`src/logic/aux_cfg_pkg.sv`:
```
// Purpose: constants for the test-voltage, pin and secondary converter bank
// Assumes: byte addresses are printed offsets times four
// Notes: every register is eight bits in the low lane of a 32-bit word
package aux_cfg_pkg;
  // ***********************************************************
  // register indices and byte addresses
  // ***********************************************************
  localparam logic [7:0] IDX_POS_TEST = 8'h10;
  localparam logic [7:0] IDX_NEG_TEST = 8'h11;
  localparam logic [7:0] IDX_PIN_SHARE = 8'h12;
  localparam logic [7:0] IDX_PIN_DIR = 8'h13;
  localparam logic [7:0] IDX_PIN_DATA = 8'h14;
  localparam logic [7:0] IDX_AUX_CFG = 8'h15;
  localparam logic [7:0] IDX_AUX_MUX = 8'h16;
  localparam logic [7:0] IDX_OFS_LO = 8'h17;
  localparam logic [7:0] IDX_OFS_HI = 8'h18;
  localparam logic [7:0] IDX_FS_LO = 8'h19;
  localparam logic [7:0] IDX_FS_HI = 8'h1a;
  localparam int ADDR_W = 8;
  localparam int IDX_SHIFT = 2;

  // ***********************************************************
  // reset values
  // ***********************************************************
  localparam logic [7:0] RST_ZERO = 8'h00;
  localparam logic [7:0] RST_AUX_MUX = 8'h01;
  localparam logic [7:0] RST_FS_HI = 8'h40;

  // ***********************************************************
  // field positions
  // ***********************************************************
  localparam int TEST_ROUTE_BIT = 7;
  localparam int LEVEL_HI = 4;
  localparam int RATE_HI = 7;
  localparam int RATE_LO = 6;
  localparam int REF_HI = 5;
  localparam int REF_LO = 3;
  localparam int GAIN_HI = 2;
  localparam int POS_IN_HI = 7;
  localparam int POS_IN_LO = 4;
  localparam int NEG_IN_HI = 3;
  localparam logic [7:0] TEST_WR_MASK = 8'h9f;

  // ***********************************************************
  // calibration datapath
  // ***********************************************************
  localparam int CONV_W = 24;
  localparam int CAL_W = 16;
  localparam int OFS_SHIFT = CONV_W - CAL_W;
  localparam int FS_UNITY_LOG2 = 14;
  localparam logic [4:0] LEVEL_TOP_UP = 5'h09;
  localparam logic [4:0] LEVEL_BOT_DN = 5'h11;
  localparam logic [4:0] LEVEL_TOP_DN = 5'h19;
  localparam logic [2:0] REF_TOP = 3'h4;

  typedef enum logic [2:0] {
    CAL_IDLE = 3'b001,
    CAL_OFFSET = 3'b010,
    CAL_SCALE = 3'b100
  } cal_state_e;
endpackage

```
`src/logic/aux_cfg_regs.sv`:
```
// Purpose: register bank for test-voltage generators, shared pins and the
//   secondary converter, with its offset and full-scale correction
// Assumes: apb slave, zero wait states; rst synchronous, active high
// Notes: pin inputs are double-registered before any logic sees them
//
// Behaviour
// - route bit connects positive test output to input 6
// - positive level code decoded, reserved codes flagged
// - route bit connects negative test output to input 7
// - negative level uses same code table
// - share bit n joins pin n to analog input
// - direction 0 output, 1 input; reset outputs
// - data read of output pin returns zero
// - data write to input pin stores only
// - rate field selects four sample rates
// - reference field selects five sources
// - gain field selects power-of-two gain
// - positive input select field drives mux
// - negative input select resets to input 1
// - offset word sign-extended, shifted to 24 bits
// - offset subtracted before full-scale step
// - full-scale word unsigned, divided by 4000h
// - corrected result multiplied by scale factor
//
// The APB register port was decided locally.
module aux_cfg_regs (
  input wire logic sys_clk,
  input wire logic rst,
  input wire logic psel,
  input wire logic penable,
  input wire logic pwrite,
  input wire logic [31:0] paddr,
  input wire logic [31:0] pwdata,
  input wire logic [3:0] pstrb,
  output logic [31:0] prdata,
  output logic pready,
  output logic pslverr,
  input wire logic [7:0] pinIn,
  output logic [7:0] pinOut,
  output logic [7:0] pinOutEnN,
  output logic [7:0] pinShareBits,
  output logic posTestRoute,
  output logic [4:0] posTestLevel,
  output logic posLevelReserved,
  output logic negTestRoute,
  output logic [4:0] negTestLevel,
  output logic negLevelReserved,
  output logic [1:0] auxRateField,
  output logic [2:0] auxRefField,
  output logic auxRefReserved,
  output logic [2:0] auxGainField,
  output logic [3:0] auxPosInput,
  output logic [3:0] auxNegInput,
  input wire logic convValid,
  input wire logic [23:0] convData,
  output logic calValid,
  output logic [23:0] calData
);
  // ***********************************************************
  // helpers
  // ***********************************************************
  // true for the nineteen defined test level codes
  function automatic logic levelOk(input logic [4:0] c);
    levelOk = (c <= aux_cfg_pkg::LEVEL_TOP_UP) ||
      ((c >= aux_cfg_pkg::LEVEL_BOT_DN) &&
       (c <= aux_cfg_pkg::LEVEL_TOP_DN));
  endfunction

  function automatic logic [23:0] sat24(input logic signed [41:0] v);
    if (v > 42'sh7fffff) begin
      sat24 = 24'h7fffff;
    end else if (v < -42'sh800000) begin
      sat24 = 24'h800000;
    end else begin
      sat24 = v[23:0];
    end
  endfunction

  // ***********************************************************
  // apb decode
  // ***********************************************************
  logic [7:0] posTest_r, negTest_r, share_r, dir_r, data_r;
  logic [7:0] auxCfg_r, auxMux_r, ofsLo_r, ofsHi_r, fsLo_r, fsHi_r;
  logic [7:0] pinMeta_r, pinSync_r;
  logic [7:0] regIdx;
  logic addrOk, wrEn, lane0;

  assign regIdx = paddr[aux_cfg_pkg::ADDR_W + aux_cfg_pkg::IDX_SHIFT - 1:
                        aux_cfg_pkg::IDX_SHIFT];
  assign addrOk = (paddr[1:0] == 2'h0) &&
    (paddr[31:aux_cfg_pkg::ADDR_W + aux_cfg_pkg::IDX_SHIFT] == '0) &&
    (regIdx >= aux_cfg_pkg::IDX_POS_TEST) &&
    (regIdx <= aux_cfg_pkg::IDX_FS_HI);
  assign pready = 1'b1;
  assign pslverr = psel && penable && !addrOk;
  assign lane0 = pstrb[0];
  assign wrEn = psel && penable && pwrite && addrOk && lane0;

  function automatic logic hit(input logic [7:0] idx);
    hit = wrEn && (regIdx == idx);
  endfunction

  // ***********************************************************
  // registers
  // ***********************************************************
  always_ff @(posedge sys_clk) begin
    if (rst) begin
      posTest_r <= aux_cfg_pkg::RST_ZERO;
      negTest_r <= aux_cfg_pkg::RST_ZERO;
    end else begin
      // reserved bits 6:5 are never stored
      if (hit(aux_cfg_pkg::IDX_POS_TEST)) begin
        posTest_r <= pwdata[7:0] & aux_cfg_pkg::TEST_WR_MASK;
      end
      if (hit(aux_cfg_pkg::IDX_NEG_TEST)) begin
        negTest_r <= pwdata[7:0] & aux_cfg_pkg::TEST_WR_MASK;
      end
    end
  end

  always_ff @(posedge sys_clk) begin
    if (rst) begin
      share_r <= aux_cfg_pkg::RST_ZERO;
      dir_r <= aux_cfg_pkg::RST_ZERO;
      data_r <= aux_cfg_pkg::RST_ZERO;
    end else begin
      if (hit(aux_cfg_pkg::IDX_PIN_SHARE)) begin
        share_r <= pwdata[7:0];
      end
      if (hit(aux_cfg_pkg::IDX_PIN_DIR)) begin
        dir_r <= pwdata[7:0];
      end
      // inputs store the written value only; outputs drive it
      if (hit(aux_cfg_pkg::IDX_PIN_DATA)) begin
        data_r <= pwdata[7:0];
      end
    end
  end

  always_ff @(posedge sys_clk) begin
    if (rst) begin
      auxCfg_r <= aux_cfg_pkg::RST_ZERO;
      auxMux_r <= aux_cfg_pkg::RST_AUX_MUX;
      ofsLo_r <= aux_cfg_pkg::RST_ZERO;
      ofsHi_r <= aux_cfg_pkg::RST_ZERO;
      fsLo_r <= aux_cfg_pkg::RST_ZERO;
      fsHi_r <= aux_cfg_pkg::RST_FS_HI;
    end else begin
      if (hit(aux_cfg_pkg::IDX_AUX_CFG)) begin
        auxCfg_r <= pwdata[7:0];
      end
      if (hit(aux_cfg_pkg::IDX_AUX_MUX)) begin
        auxMux_r <= pwdata[7:0];
      end
      if (hit(aux_cfg_pkg::IDX_OFS_LO)) begin
        ofsLo_r <= pwdata[7:0];
      end
      if (hit(aux_cfg_pkg::IDX_OFS_HI)) begin
        ofsHi_r <= pwdata[7:0];
      end
      if (hit(aux_cfg_pkg::IDX_FS_LO)) begin
        fsLo_r <= pwdata[7:0];
      end
      if (hit(aux_cfg_pkg::IDX_FS_HI)) begin
        fsHi_r <= pwdata[7:0];
      end
    end
  end

  // pins are asynchronous to sys_clk
  always_ff @(posedge sys_clk) begin
    if (rst) begin
      pinMeta_r <= '0;
      pinSync_r <= '0;
    end else begin
      pinMeta_r <= pinIn;
      pinSync_r <= pinMeta_r;
    end
  end

  // ***********************************************************
  // read path
  // ***********************************************************
  logic [7:0] rdByte;
  always_comb begin
    rdByte = 8'h00;
    case (regIdx)
      aux_cfg_pkg::IDX_POS_TEST: rdByte = posTest_r;
      aux_cfg_pkg::IDX_NEG_TEST: rdByte = negTest_r;
      aux_cfg_pkg::IDX_PIN_SHARE: rdByte = share_r;
      aux_cfg_pkg::IDX_PIN_DIR: rdByte = dir_r;
      // output pins read zero, input pins read the pin level
      aux_cfg_pkg::IDX_PIN_DATA: rdByte = pinSync_r & dir_r;
      aux_cfg_pkg::IDX_AUX_CFG: rdByte = auxCfg_r;
      aux_cfg_pkg::IDX_AUX_MUX: rdByte = auxMux_r;
      aux_cfg_pkg::IDX_OFS_LO: rdByte = ofsLo_r;
      aux_cfg_pkg::IDX_OFS_HI: rdByte = ofsHi_r;
      aux_cfg_pkg::IDX_FS_LO: rdByte = fsLo_r;
      aux_cfg_pkg::IDX_FS_HI: rdByte = fsHi_r;
      default: rdByte = 8'h00;
    endcase
  end

  // data comes from a flop, captured in the setup cycle
  always_ff @(posedge sys_clk) begin
    if (rst) begin
      prdata <= '0;
    end else if (psel && !penable && !pwrite) begin
      prdata <= {24'h000000, addrOk ? rdByte : 8'h00};
    end
  end

  // ***********************************************************
  // field outputs
  // ***********************************************************
  assign posTestRoute = posTest_r[aux_cfg_pkg::TEST_ROUTE_BIT];
  assign posTestLevel = posTest_r[aux_cfg_pkg::LEVEL_HI:0];
  // reserved codes are flagged, not corrected: software owns them
  assign posLevelReserved = !levelOk(posTestLevel);
  assign negTestRoute = negTest_r[aux_cfg_pkg::TEST_ROUTE_BIT];
  assign negTestLevel = negTest_r[aux_cfg_pkg::LEVEL_HI:0];
  assign negLevelReserved = !levelOk(negTestLevel);
  assign pinShareBits = share_r;
  assign pinOut = data_r & ~dir_r;
  assign pinOutEnN = dir_r;
  assign auxRateField =
    auxCfg_r[aux_cfg_pkg::RATE_HI:aux_cfg_pkg::RATE_LO];
  assign auxRefField =
    auxCfg_r[aux_cfg_pkg::REF_HI:aux_cfg_pkg::REF_LO];
  assign auxRefReserved = auxRefField > aux_cfg_pkg::REF_TOP;
  assign auxGainField = auxCfg_r[aux_cfg_pkg::GAIN_HI:0];
  assign auxPosInput =
    auxMux_r[aux_cfg_pkg::POS_IN_HI:aux_cfg_pkg::POS_IN_LO];
  assign auxNegInput = auxMux_r[aux_cfg_pkg::NEG_IN_HI:0];
  // rate codes 00..11 go straight to the decimator

  // ***********************************************************
  // calibration: offset then scale, one cycle each
  // ***********************************************************
  aux_cfg_pkg::cal_state_e calState_r;
  logic signed [24:0] diff_r;
  logic signed [23:0] ofsAligned;
  logic signed [41:0] prod;

  // low byte first; sign lives in the high byte
  assign ofsAligned = $signed({ofsHi_r, ofsLo_r,
                               {aux_cfg_pkg::OFS_SHIFT{1'b0}}});
  assign prod = diff_r * $signed({1'b0, fsHi_r, fsLo_r});

  always_ff @(posedge sys_clk) begin
    if (rst) begin
      calState_r <= aux_cfg_pkg::CAL_IDLE;
      diff_r <= '0;
      calData <= '0;
      calValid <= 1'b0;
    end else begin
      calValid <= 1'b0;
      case (calState_r)
        aux_cfg_pkg::CAL_IDLE: begin
          if (convValid) begin
            calState_r <= aux_cfg_pkg::CAL_OFFSET;
            diff_r <= 25'($signed(convData)) -
              25'(ofsAligned);
          end
        end
        aux_cfg_pkg::CAL_OFFSET: begin
          calState_r <= aux_cfg_pkg::CAL_IDLE;
          // divide by 4000h, unsigned word
          calData <= sat24(prod >>> aux_cfg_pkg::FS_UNITY_LOG2);
          calValid <= 1'b1;
        end
        default: calState_r <= aux_cfg_pkg::CAL_IDLE;
      endcase
    end
  end
endmodule

```
`config.mk`:
```
export PLATFORM = sky130hd
export DESIGN_NAME = aux_cfg_regs
export DESIGN_NICKNAME = d
export VERILOG_FILES = /design/src/logic/aux_cfg_pkg.sv /design/src/logic/aux_cfg_regs.sv
export SDC_FILE = /design/constraint.sdc
export NUM_CORES = 1
export LEC_CHECK = 0
export BUFFER_PORTS_ARGS = -buffer_cell sky130_fd_sc_hd__buf_2
export CORE_ASPECT_RATIO = 0.9
export CORE_MARGIN = 4
export CORE_UTILIZATION = 59
export CTS_BUF_LIST = sky130_fd_sc_hd__clkbuf_4 sky130_fd_sc_hd__clkbuf_8
export DETAILED_ROUTE_END_ITERATION = 12
export MAX_ROUTING_LAYER = met4
export PLACE_DENSITY = 0.87
export SLEW_MARGIN = 20
export SYNTH_ARGS = -nofsm -noshare
export SYNTH_HDL_FRONTEND = slang
export SYNTH_SLANG_ARGS = --single-unit
```
`constraint.sdc`:
```
create_clock -name sys_clk -period 16.9 [get_ports sys_clk]
set_input_delay 2.535 -clock sys_clk [delete_from_list [all_inputs] [get_ports sys_clk]]
set_output_delay 2.535 -clock sys_clk [all_outputs]
set_load 0.01 [all_outputs]
```
==> impl_metrics.csv, run 1 <==
group,metric,value,unit
run_status,status,"finished clean",
placed_design,routabilityCongestion,0.993,
critical_path,slowest_stage,"dfxtp_1",
grt,grt-ovfl-total,0,
synth,synth_top_cells_by_count,"493 x nand2_1, 482 x inv_1, 390 x fa_1",
critical_path,crit_path_frequent_cell,"fa_1",
final_layout,drive_above_1_share,0.0944,
clock_tree,cts_root_buf,"clkbuf_8",
synth,synth_cell_types,78,
floorplan,row_count,65,
critical_path,critical_path_arrival,8.44,ns
detailed_routing,vias,17700,
detailed_routing,ant_nets,0,
synth,synth_area,0.0213,sq mm
critical_path,slowest_delay,0.80,ns
pwr,p_sw_frac,0.333,
synth,synth_top_cell_by_area,"fa_1",
hold_path,min-delay-start,"pinMeta_r[7]",
critical_path,worstSetupStartpointType,"register",
timing,hold_violations,0,
critical_path,crit_type,"register to register",
placed_design,numPortBuffers,167,
floorplan,core_area,0.0354,sq mm
hold_path,hold_depth,1,
pwr,p_per_area,37.6,mW/mm^2
detailed_routing,routed_wl,58000,um
critical_path,ff2ff_setup_slack,8.80,ns
clock_tree,cts_setup_buffers,0,
clock_tree,worst_skew_pair.late_latency,0.47,ns
clock_tree,postCtsHoldBufs,0,
critical_path,rr_worst_depth,21,
timing,worstMarginPinSlew,1.16,ns
synth,syn-instance-count,2509,
final_layout,syn_to_final_growth,6.63,%
timing,slew_viol_final,0,
critical_path,path_max_fanout,23,
synth,yosys_register_bits,160,
synth,synth-edff-count,0,
clock_tree,htreeDepth,4,
grt,track_usage,0.303,
pwr,power_frac_clock,0.375,
synth,yosysTopAreaCellShare,0.366,
critical_path,crit_required,17.23,ns
pwr,ir_drop,0.0000571,V
pwr,p_comb_frac,0.144,
detailed_routing,drt_iter0_drc,1865,
clock_tree,cts_buffer_depth,2,
timing,max-slew-margin-rel,0.227,
synth,post-synth-top-count-cell,"nand2_1",
floorplan,initial_utilization,0.603,
hold_path,hold_path.class,"register to register",
synth,synth_area_leaders,"fa_1 37%, dfxtp_1 15%, nand2_1 8.7%",
detailed_routing,drc_errors,0,
final_layout,fin_util,0.643,
hold_path,holdPathEnd,"pinSync_r[7]",
timing,timing.final.crit_share,0.480,
final_layout,nNetsFinal,3206,
critical_path,timing.rr.end,"calData[2]",
synth,synth_flop_cell,"dfxtp_1",
timing,setup_viol,0,
clock_tree,clock_sinks,160,
floorplan,io_pins,220,
clock_tree,tritoncts,"built",
timing,rsz0062_at_grt,"false",
job,maxCapViolCount,0,
pwr,power_frac_seq,0.481,
detailed_routing,drt-pass1-iter-count,8,
timing,clock_skew,0.0200,ns
clock_tree,cts_buffers,17,
detailed_routing,wl_per_cell,18.9,um
critical_path,r2r_start,"diff_r[24]",
critical_path,cp-end-kind,"register",
floorplan,die_y,188,um
timing,fin_crit,8.10,ns
floorplan,die-area,0.0392,sq mm
placed_design,dpl.hpwl,45400,um
grt,grt_pass1_vias,18300,
grt,grt_pass1_wl,93500,um
grt,antenna_found_initial,1,
timing,tns,0,ns
synth,synth_seq_area_share,0.150,
floorplan,die_w,208,um
clock_tree,cts_resized,0,
pwr,leakagePower,11.3,nW
synth,synthArstFlopShare,0,
synth,yosys_warnings,0,
grt,grt_max_degree,71,
synth,syn_avg_cell_area,8.50,sq um
pwr,internal-power,0.000571,W
detailed_routing,avgViaCountPerCell,5.77,
pwr,power.switching,0.000285,W
critical_path,worstPathCellList,"nand2_1 > fa_1 > fa_1 > inv_1 > fa_1 > fa_1 > fa_1 > inv_1 > fa_1 > inv_1 > ha_1 > and3_2 > and4_1 > a21oi_1 > o221a_1 > a21oi_2 > a31oi_2 > mux2_1 > a211o_1 > a21boi_4 > a21oi_1",
clock_tree,clkTransAtPathRegs,0.11,ns
timing,max_freq,123,MHz
==> power by group through the flow <==
stage | sequential (W) | clock, W | combinational, W
2_1_floorplan | 0.000400 | 0 | 0.0000947
5_1_grt | 0.000413 | 0.000336 | 0.000134
4_1_cts | 0.000410 | 0.000319 | 0.000120
6_report | 0.000412 | 0.000321 | 0.000123
3_5_place_dp | 0.000419 | 0 | 0.000119
3_3_place_gp | 0.000418 | 0 | 0.000114
==> registers in the layout (all words and copies together) (netlist names) <==
signal / cells
prdata: 8
calValid: 1
fsHi_r: 8
auxMux_r: 8
data_r: 8
pinShareBits: 8
pinMeta_r: 8
ofsLo_r: 8
negTest_r: 6
calData: 24
pinSync_r: 8
auxCfg_r: 8
ofsHi_r: 8
posTest_r: 6
fsLo_r: 8
pinOutEnN: 8
calState_r: 2
diff_r: 25
==> worst max-delay path: cells and delay by family, from the launching register on <==
family,cells,cell delay (ns)
adder cells (fa/ha/maj),7,3.72
AO/OA/AOI/OAI,7,1.85
flip-flops,1,0.80
AND/OR/NAND/NOR,3,0.77
buffers and inverters,3,0.45
multiplexers,1,0.34
==> worst max path at each step <==
stage / from / to / slack (ns) / cells after the start
3_5_place_dp: diff_r[24] / calData[2] / 8.91 / 21
3_3_place_gp: fsLo_r[3] / calData[16] / 9.19 / 22
4_1_cts: fsLo_r[3] / calData[2] / 8.89 / 22
5_1_grt: diff_r[24] / calData[6] / 8.45 / 21
2_1_floorplan: fsLo_r[3] / calData[14] / 9.96 / 24
6_report: diff_r[24] / calData[2] / 8.80 / 21
==> per-stage QoR <==
step / cell area, sq um / setup WS, ns / cells / hold slack (ns) / power (W)
final: 22700 / 8.80 / 3075 / 0.450 / 0.000855
after global routing: 22700 / 8.45 / 3075 / 0.470 / 0.000883
after CTS: 22700 / 8.89 / 3074 / 0.453 / 0.000850
after detailed placement: 22300 / 8.91 / 3043 / 0.427 / 0.000538
after global placement: 22300 / 9.19 / 3043 / 0.424 / 0.000532
after floorplan: 21400 / 9.96 / 2532 / 0.414 / 0.000494
==> layout make-up <==
type                       instances  area [sq um]
tap                              469           587
clock inverter                    14           189
timing repair buffer             183           958
clock buffer                      17           234
multi-input combinational       1749         15800
fill                            2736         12600
inverter                         482          1810
sequential                       160          3200
antenna                            1          2.50
==> kinds of logic (layout without fill, tap and decap cells) <==
logic type | Yosys count | after routing | synth area share
muxes | 21 | 21 | 0.00992
and+or+nand+nor | 839 | 839 | 0.181
other | 2 | 26 | 0.000352
AOI/OAI and AO/OA | 316 | 316 | 0.0913
adders and majority gates | 507 | 507 | 0.435
xor gates and xnor gates | 41 | 41 | 0.0168
DFF | 160 | 160 | 0.150
buffers and inverters | 623 | 696 | 0.116
==> layout by cell type (no fill, tap or decap), drive strengths merged, types with 9 or more instances in the layout <==
cell type,n
nand2,493
inv,491
fa,390
buf,183
a21oi,171
and2,165
dfxtp,160
ha,117
nor2,65
o21ai,53
nor2b,29
conb,25
xnor2,24
nand3,23
mux2i,20
a21o,18
xor2,17
clkbuf,17
nor4,13
nor3,13
a211oi,9
==> metal layers <==
| metal | vias to the layer above | share of wire | track usage |
|---|---|---|---|
| met1 | 8710 | 0.37 | 0.387 |
| met5 | - | 0 | - |
| met2 | 1042 | 0.49 | 0.488 |
| met3 | 227 | 0.10 | 0.0488 |
| li1 | 7758 | - | - |
| met4 | 0 | 0.045 | 0.123 |
No activity file was read; power rests on OpenSTA's default activity.
==> run 2, diff against run 1 <==
- ABC_AREA: unset -> 1
- PLACE_DENSITY: 0.87 -> 0.86
- clock period: 16.9 -> 8.47 ns (I/O delays scaled with it)
==> run 2 against run 1 <==
  * Wire length grew 5.5%
  * Count of clock-buffer cells in the layout did not move
  * Sequential power is 110% higher
  * Non-clock buffer count is 6 higher
  * Synthesized area rose by 8.3%
  * Highest routed layer unchanged
  * Largest cell class unchanged
==> impl_metrics.csv, run 2 <==
group,metric,value,unit
placed_design,dpl.hpwl,47400,um
floorplan,row_count,68,
synth,synth_top_cells_by_count,"848 x inv_1, 684 x nand2_1, 390 x fa_1",
synth,synth_area_leaders,"fa_1 34%, dfxtp_1 14%, inv_1 14%",
floorplan,die_w,217,um
synth,syn_avg_cell_area,7.47,sq um
floorplan,initial_utilization,0.599,
job,maxCapViolCount,0,
placed_design,place_area,0.0241,sq mm
clock_tree,clkTransAtPathRegs,0.10,ns
synth,synth_area,0.0231,sq mm
detailed_routing,routed_wl,61200,um
pwr,leakagePower,13.8,nW
critical_path,worstSetupStartpointType,"register",
placed_design,numPortBuffers,167,
floorplan,die_y,196,um
timing,setup_viol,0,
pwr,ir_drop,0.000101,V
clock_tree,htreeDepth,4,
grt,grt_pass1_wl,102000,um
timing,hold_violations,0,
timing,clock_skew,0.0257,ns
final_layout,seq_area,0.00320,sq mm
floorplan,io_pins,220,
critical_path,crit_type,"register to register",
final_layout,largest_reg_flops,25,
synth,yosys_warnings,0,
pwr,p_per_area,72.0,mW/mm^2
clock_tree,cts_buffers,17,
run_status,status,"finished clean",
final_layout,mostFrequentLayoutCells,"847 x inv_1, 684 x nand2_1, 390 x fa_1, 167 x buf_2, 160 x dfxtp_1",
timing,max-slew-margin-rel,0.215,
timing,rsz0062_at_grt,"false",
timing,max_freq,141,MHz
grt,grt_max_degree,98,
synth,synth_flop_cell,"dfxtp_1",
detailed_routing,drt-pass1-iter-count,6,
final_layout,nNetsFinal,3775,
final_layout,layout_commonest_cell,"inv_1",
final_layout,final_cell_area,0.0245,sq mm
clock_tree,cts_root_buf,"clkbuf_8",
detailed_routing,ant_nets,0,
synth,synthArstFlopShare,0,
timing,timing.final.crit_share,0.840,
clock_tree,cts_resized,0,
clock_tree,postCtsHoldBufs,0,
placed_design,routabilityCongestion,0.999,
critical_path,crit_required,8.88,ns
detailed_routing,vias,19800,
synth,synth_seq_area_share,0.139,
grt,grt-ovfl-total,0,
timing,tns,0,ns
critical_path,cp-end-kind,"register",
clock_tree,cts_buffer_depth,2,
grt,grt_pass1_vias,20400,
final_layout,multi_input_area,0.0160,sq mm
clock_tree,cts_setup_buffers,0,
detailed_routing,wl_per_cell,16.5,um
timing,fin_crit,7.11,ns
grt,antenna_found_initial,3,
final_layout,syn_to_final_growth,6.11,%
final_layout,reg_top3,"diff_r x25, calData x24",
final_layout,drive_above_1_share,0.105,
critical_path,path_max_fanout,23,
clock_tree,tritoncts,"built",
synth,syn-instance-count,3090,
synth,synth_cell_types,51,
clock_tree,clock_sinks,160,
detailed_routing,drc_errors,0,
synth,synth-edff-count,0,
synth,yosysTopAreaCellShare,0.338,
synth,yosys_register_bits,160,
timing,slew_viol_final,0,
detailed_routing,drt_iter0_drc,1951,
floorplan,die-area,0.0424,sq mm
floorplan,core_area,0.0385,sq mm
clock_tree,worst_skew_pair.late_latency,0.55,ns
critical_path,critical_path_arrival,7.52,ns
final_layout,nFillCells,3244,
hold_path,hold_path.class,"register to register",
timing,worstMarginPinSlew,1.18,ns
final_layout,regMostFlops,"diff_r",
grt,track_usage,0.309,
detailed_routing,avgViaCountPerCell,5.36,
synth,post-synth-top-count-cell,"inv_1",
synth,synth_top_cell_by_area,"fa_1",
placed_design,dp_cells,3668,
final_layout,final_cells,3704,
==> run 2: cell count changes after synthesis, moves of 16 or more <==
cell | before | now
inv_1 | 482 | 848
nand2_1 | 493 | 684
and2_1 | 164 | 2
o21ai_0 | 51 | 140
nor2_1 | 65 | 139
nand2_2 | 0 | 44
nor2b_1 | 29 | 0
o22ai_1 | 2 | 23
mux2i_1 | 20 | 0
clkbuf_1 | 108 | 125
a21oi_2 | 6 | 22
==> run 2: power by group <==
group / leakage, nW / total [W] / switching [W] / internal (W)
clock network: 0.203 / 0.000615 / 0.000387 / 0.000228
registers: 1.30 / 0.000846 / 0.0000755 / 0.000770
logic: 12.3 / 0.000303 / 0.000189 / 0.000114
total: 13.8 / 0.00176 / 0.000652 / 0.00111
==> run 2: layer usage <==
layer / GRT usage / routed length, um / vias up
li1: - / - / 9110
met1: 0.393 / 23400 / 9482
met2: 0.490 / 28800 / 1038
met3: 0.0589 / 6110 / 217
met4: 0.131 / 2850 / 0
met5: - / 0 / -
==> run 2: path summary, 6_finish.rpt <==
kind,from,end,slack (ns),cells past startpoint
worst max-delay path,fsLo_r[5],calData[0],1.36,22
worst min register to register,pinMeta_r[0],pinSync_r[0],0.41,2
worst max register to register,fsLo_r[5],calData[0],1.36,22
worst min-delay path,pinMeta_r[0],pinSync_r[0],0.41,2
==> run 2: worst max-delay path, cell delays in order, from the launching register on <==
cell and delay, ns:
dfxtp_1 1.05, nand2_1 0.30, fa_1 0.65, fa_1 0.51, inv_1 0.31, fa_1 0.51, fa_1 0.54, fa_1 0.50
inv_1 0.05, fa_1 0.48, inv_1 0.05, ha_1 0.39, nand2_1 0.17, nor2_1 0.27, nand2_1 0.12, nor2_1 0.14
nand3_1 0.13, nand4_1 0.13, nand2_2 0.10, inv_1 0.07, nand3_2 0.09, nand2_4 0.32, a21oi_1 0.12
==> run 2: layout make-up <==
type                    count  area share
multi-input cells        1939       0.653
inverters                 855       0.131
flip-flops and latches    160       0.131
repair buffers            189      0.0409
well taps                 525      0.0268
clock buffers              17     0.00955
clock inverters            15     0.00771
diodes                      4    0.000409
==> run 2: logic make-up after synthesis <==
kind of cell               count (synthesis)  synth area share
buffers and inverters                   1014             0.172
and+or+nand+nor                          992             0.183
adders and majority gates                507             0.402
AOI/OAI and AO/OA                        381            0.0918
DFF                                      160             0.139
xor gates and xnor gates                  34            0.0129
other                                      2          0.000325
==> run 2: through the flow <==
step,power [W],hold WS [ns],worst slack (ns),utilization
final,0.00176,0.406,1.36,0.636
after global routing,0.00184,0.427,0.845,0.636
after CTS,0.00176,0.407,1.46,0.635
after detailed placement,0.00116,0.393,1.51,0.624
after global placement,0.00115,0.390,1.58,0.624
after floorplan,0.00106,0.388,2.36,-
==> run 3, diff against run 2 <==
- ABC_AREA: 1 -> 0
- PLACE_DENSITY: 0.86 -> 0.87
- clock period: 8.47 -> 7.33 ns (I/O delays scaled with it)
==> run 3 against run 2 <==
  * Wire length is 3.5% lower
  * Sequential share of layout area is 0.71 points higher
  * Maximum frequency is 0.38% lower
  * Die area is 7.4% lower
  * Flip-flop and latch count stayed put
  * Register-to-register slack worse by 1.2 ns
==> impl_metrics.csv, run 3 (synthesis gave the netlist of run 1 again) <==
group,metric,value,unit
final_layout,fin_util,0.662,
detailed_routing,wl_met3,6230,um
detailed_routing,drt-pass1-iter-count,7,
grt,grt_pass1_vias,18800,
timing,whs,0.452,ns
pwr,p_per_area,84.9,mW/mm^2
timing,slew_viol_final,0,
floorplan,initial_utilization,0.603,
critical_path,cp-end-kind,"register",
critical_path,path_max_fanout,19,
final_layout,final_cell_area,0.0234,sq mm
clock_tree,worst_skew_pair.late_latency,0.49,ns
floorplan,row_count,65,
detailed_routing,wl_per_cell,18.7,um
final_layout,mostFrequentLayoutCells,"493 x nand2_1, 482 x inv_1, 390 x fa_1, 166 x buf_2",
timing,setup_viol,0,
grt,grt-ovfl-total,0,
detailed_routing,top_layer,"met4",
placed_design,numPortBuffers,167,
timing,rsz0062_at_grt,"false",
clock_tree,clkTransAtPathRegs,0.13,ns
timing,fin_crit,7.14,ns
final_layout,drive_above_1_share,0.127,
job,maxCapViolCount,0,
detailed_routing,vias,18000,
final_layout,multi_input_area,0.0158,sq mm
timing,hold_violations,0,
grt,antenna_found_initial,1,
clock_tree,cts_resized,0,
placed_design,place_area,0.0229,sq mm
hold_path,hold_path.class,"register to register",
final_layout,regMostFlops,"diff_r",
grt,grt_pass1_wl,95500,um
placed_design,routabilityCongestion,0.959,
detailed_routing,routed_wl,59000,um
pwr,leakagePower,11.7,nW
clock_tree,htreeDepth,4,
final_layout,nFillCells,2614,
floorplan,die_w,208,um
final_layout,seq_area,0.00323,sq mm
clock_tree,postCtsHoldBufs,0,
clock_tree,cts_buffer_depth,2,
critical_path,crit_type,"register to register",
final_layout,largest_reg_flops,25,
detailed_routing,wl_met1,21400,um
timing,worstMarginPinSlew,0.942,ns
detailed_routing,ant_nets,0,
final_layout,syn_to_final_growth,9.80,%
floorplan,die-area,0.0392,sq mm
pwr,ir_drop,0.000129,V
floorplan,die_y,188,um
critical_path,worstSetupStartpointType,"register",
timing,tns,0,ns
grt,track_usage,0.308,
grt,grt_max_degree,89,
clock_tree,tritoncts,"built",
final_layout,reg_top3,"diff_r x25, calData x24",
critical_path,critical_path_arrival,7.52,ns
final_layout,nNetsFinal,3279,
detailed_routing,dr_wl_met2,28800,um
detailed_routing,drc_errors,0,
detailed_routing,avgViaCountPerCell,5.72,
floorplan,core_area,0.0354,sq mm
clock_tree,cts_root_buf,"clkbuf_8",
placed_design,dpl.hpwl,47200,um
timing,clock_skew,0.0359,ns
critical_path,crit_required,7.71,ns
final_layout,layout_commonest_cell,"nand2_1",
timing,timing.final.crit_share,0.974,
clock_tree,clock_sinks,160,
clock_tree,cts_setup_buffers,0,
timing,max_freq,140,MHz
timing,max-slew-margin-rel,0.367,
clock_tree,cts_buffers,17,
run_status,status,"finished clean",
floorplan,io_pins,220,
detailed_routing,drt_iter0_drc,1851,
==> run 3: changes by cell type in the layout (fill, tap and decap cells not counted), moves of 17 or more <==
cell	previous run	this run
nand2_1	684	493
nor2_1	139	65
mux2i_1	0	20
o22ai_1	23	2
o21ai_0	140	51
dfxtp_1	160	143
and2_1	2	164
inv_1	847	482
nor2b_1	0	29
buf_4	22	84
nand2_2	44	0
==> run 3: area by class of cell <==
class / instances / area share
Sequential cell: 160 / 0.138
Clock inverter: 15 / 0.00860
Timing Repair Buffer: 256 / 0.0676
Tap cell: 469 / 0.0251
Multi-Input combinational cell: 1749 / 0.674
Clock buffer: 17 / 0.00999
Antenna cell: 1 / 0.000107
Inverter: 482 / 0.0773
==> run 3: worst paths after layout <==
kind	start	to	slack (ns)	cells past startpoint
hold reg to reg	pinMeta_r[5]	pinSync_r[5]	0.45	1
setup / recovery	diff_r[14]	calData[4]	0.19	24
hold / removal	pinMeta_r[5]	pinSync_r[5]	0.45	1
setup reg to reg	diff_r[14]	calData[4]	0.19	24
==> run 3: through the flow <==
| step | worst slack, ns | instances | power (W) |
|---|---|---|---|
| after global routing | 0.0127 | 3149 | 0.00206 |
| final | 0.191 | 3149 | 0.00199 |
| after detailed placement | 0.0424 | 3116 | 0.00127 |
| after global placement | 0.226 | 3116 | 0.00125 |
| after floorplan | 0.390 | 2532 | 0.00114 |
| after CTS | 0.0111 | 3148 | 0.00198 |
==> run 3: layer usage <==
layer	up-vias	track usage
met3	240	0.0588
met5	-	-
met2	1026	0.497
li1	7902	-
met1	8842	0.388
met4	0	0.121
==> run 3: power by group <==
part | switching, W | internal (W)
Sequential | 0.0000399 | 0.000888
Clock | 0.000457 | 0.000271
Combinational | 0.000204 | 0.000128
==> run 3: critical path, stage by stage (launching register included) <==
cell and delay, ns:
dfxtp_1 0.59, buf_4 0.24, nand2_1 0.08, fa_1 0.51, inv_1 0.06, fa_1 0.57, fa_1 0.44, fa_1 0.48
fa_1 0.50, inv_1 0.05, fa_1 0.51, inv_1 0.05, ha_1 0.29, buf_4 0.16, a21oi_1 0.25, o21ai_2 0.14
a211oi_1 0.38, o211a_1 0.24, a21oi_2 0.09, a31oi_2 0.23, mux2_1 0.35, a211o_1 0.34, a21boi_4 0.24, buf_12 0.19
a21oi_1 0.07
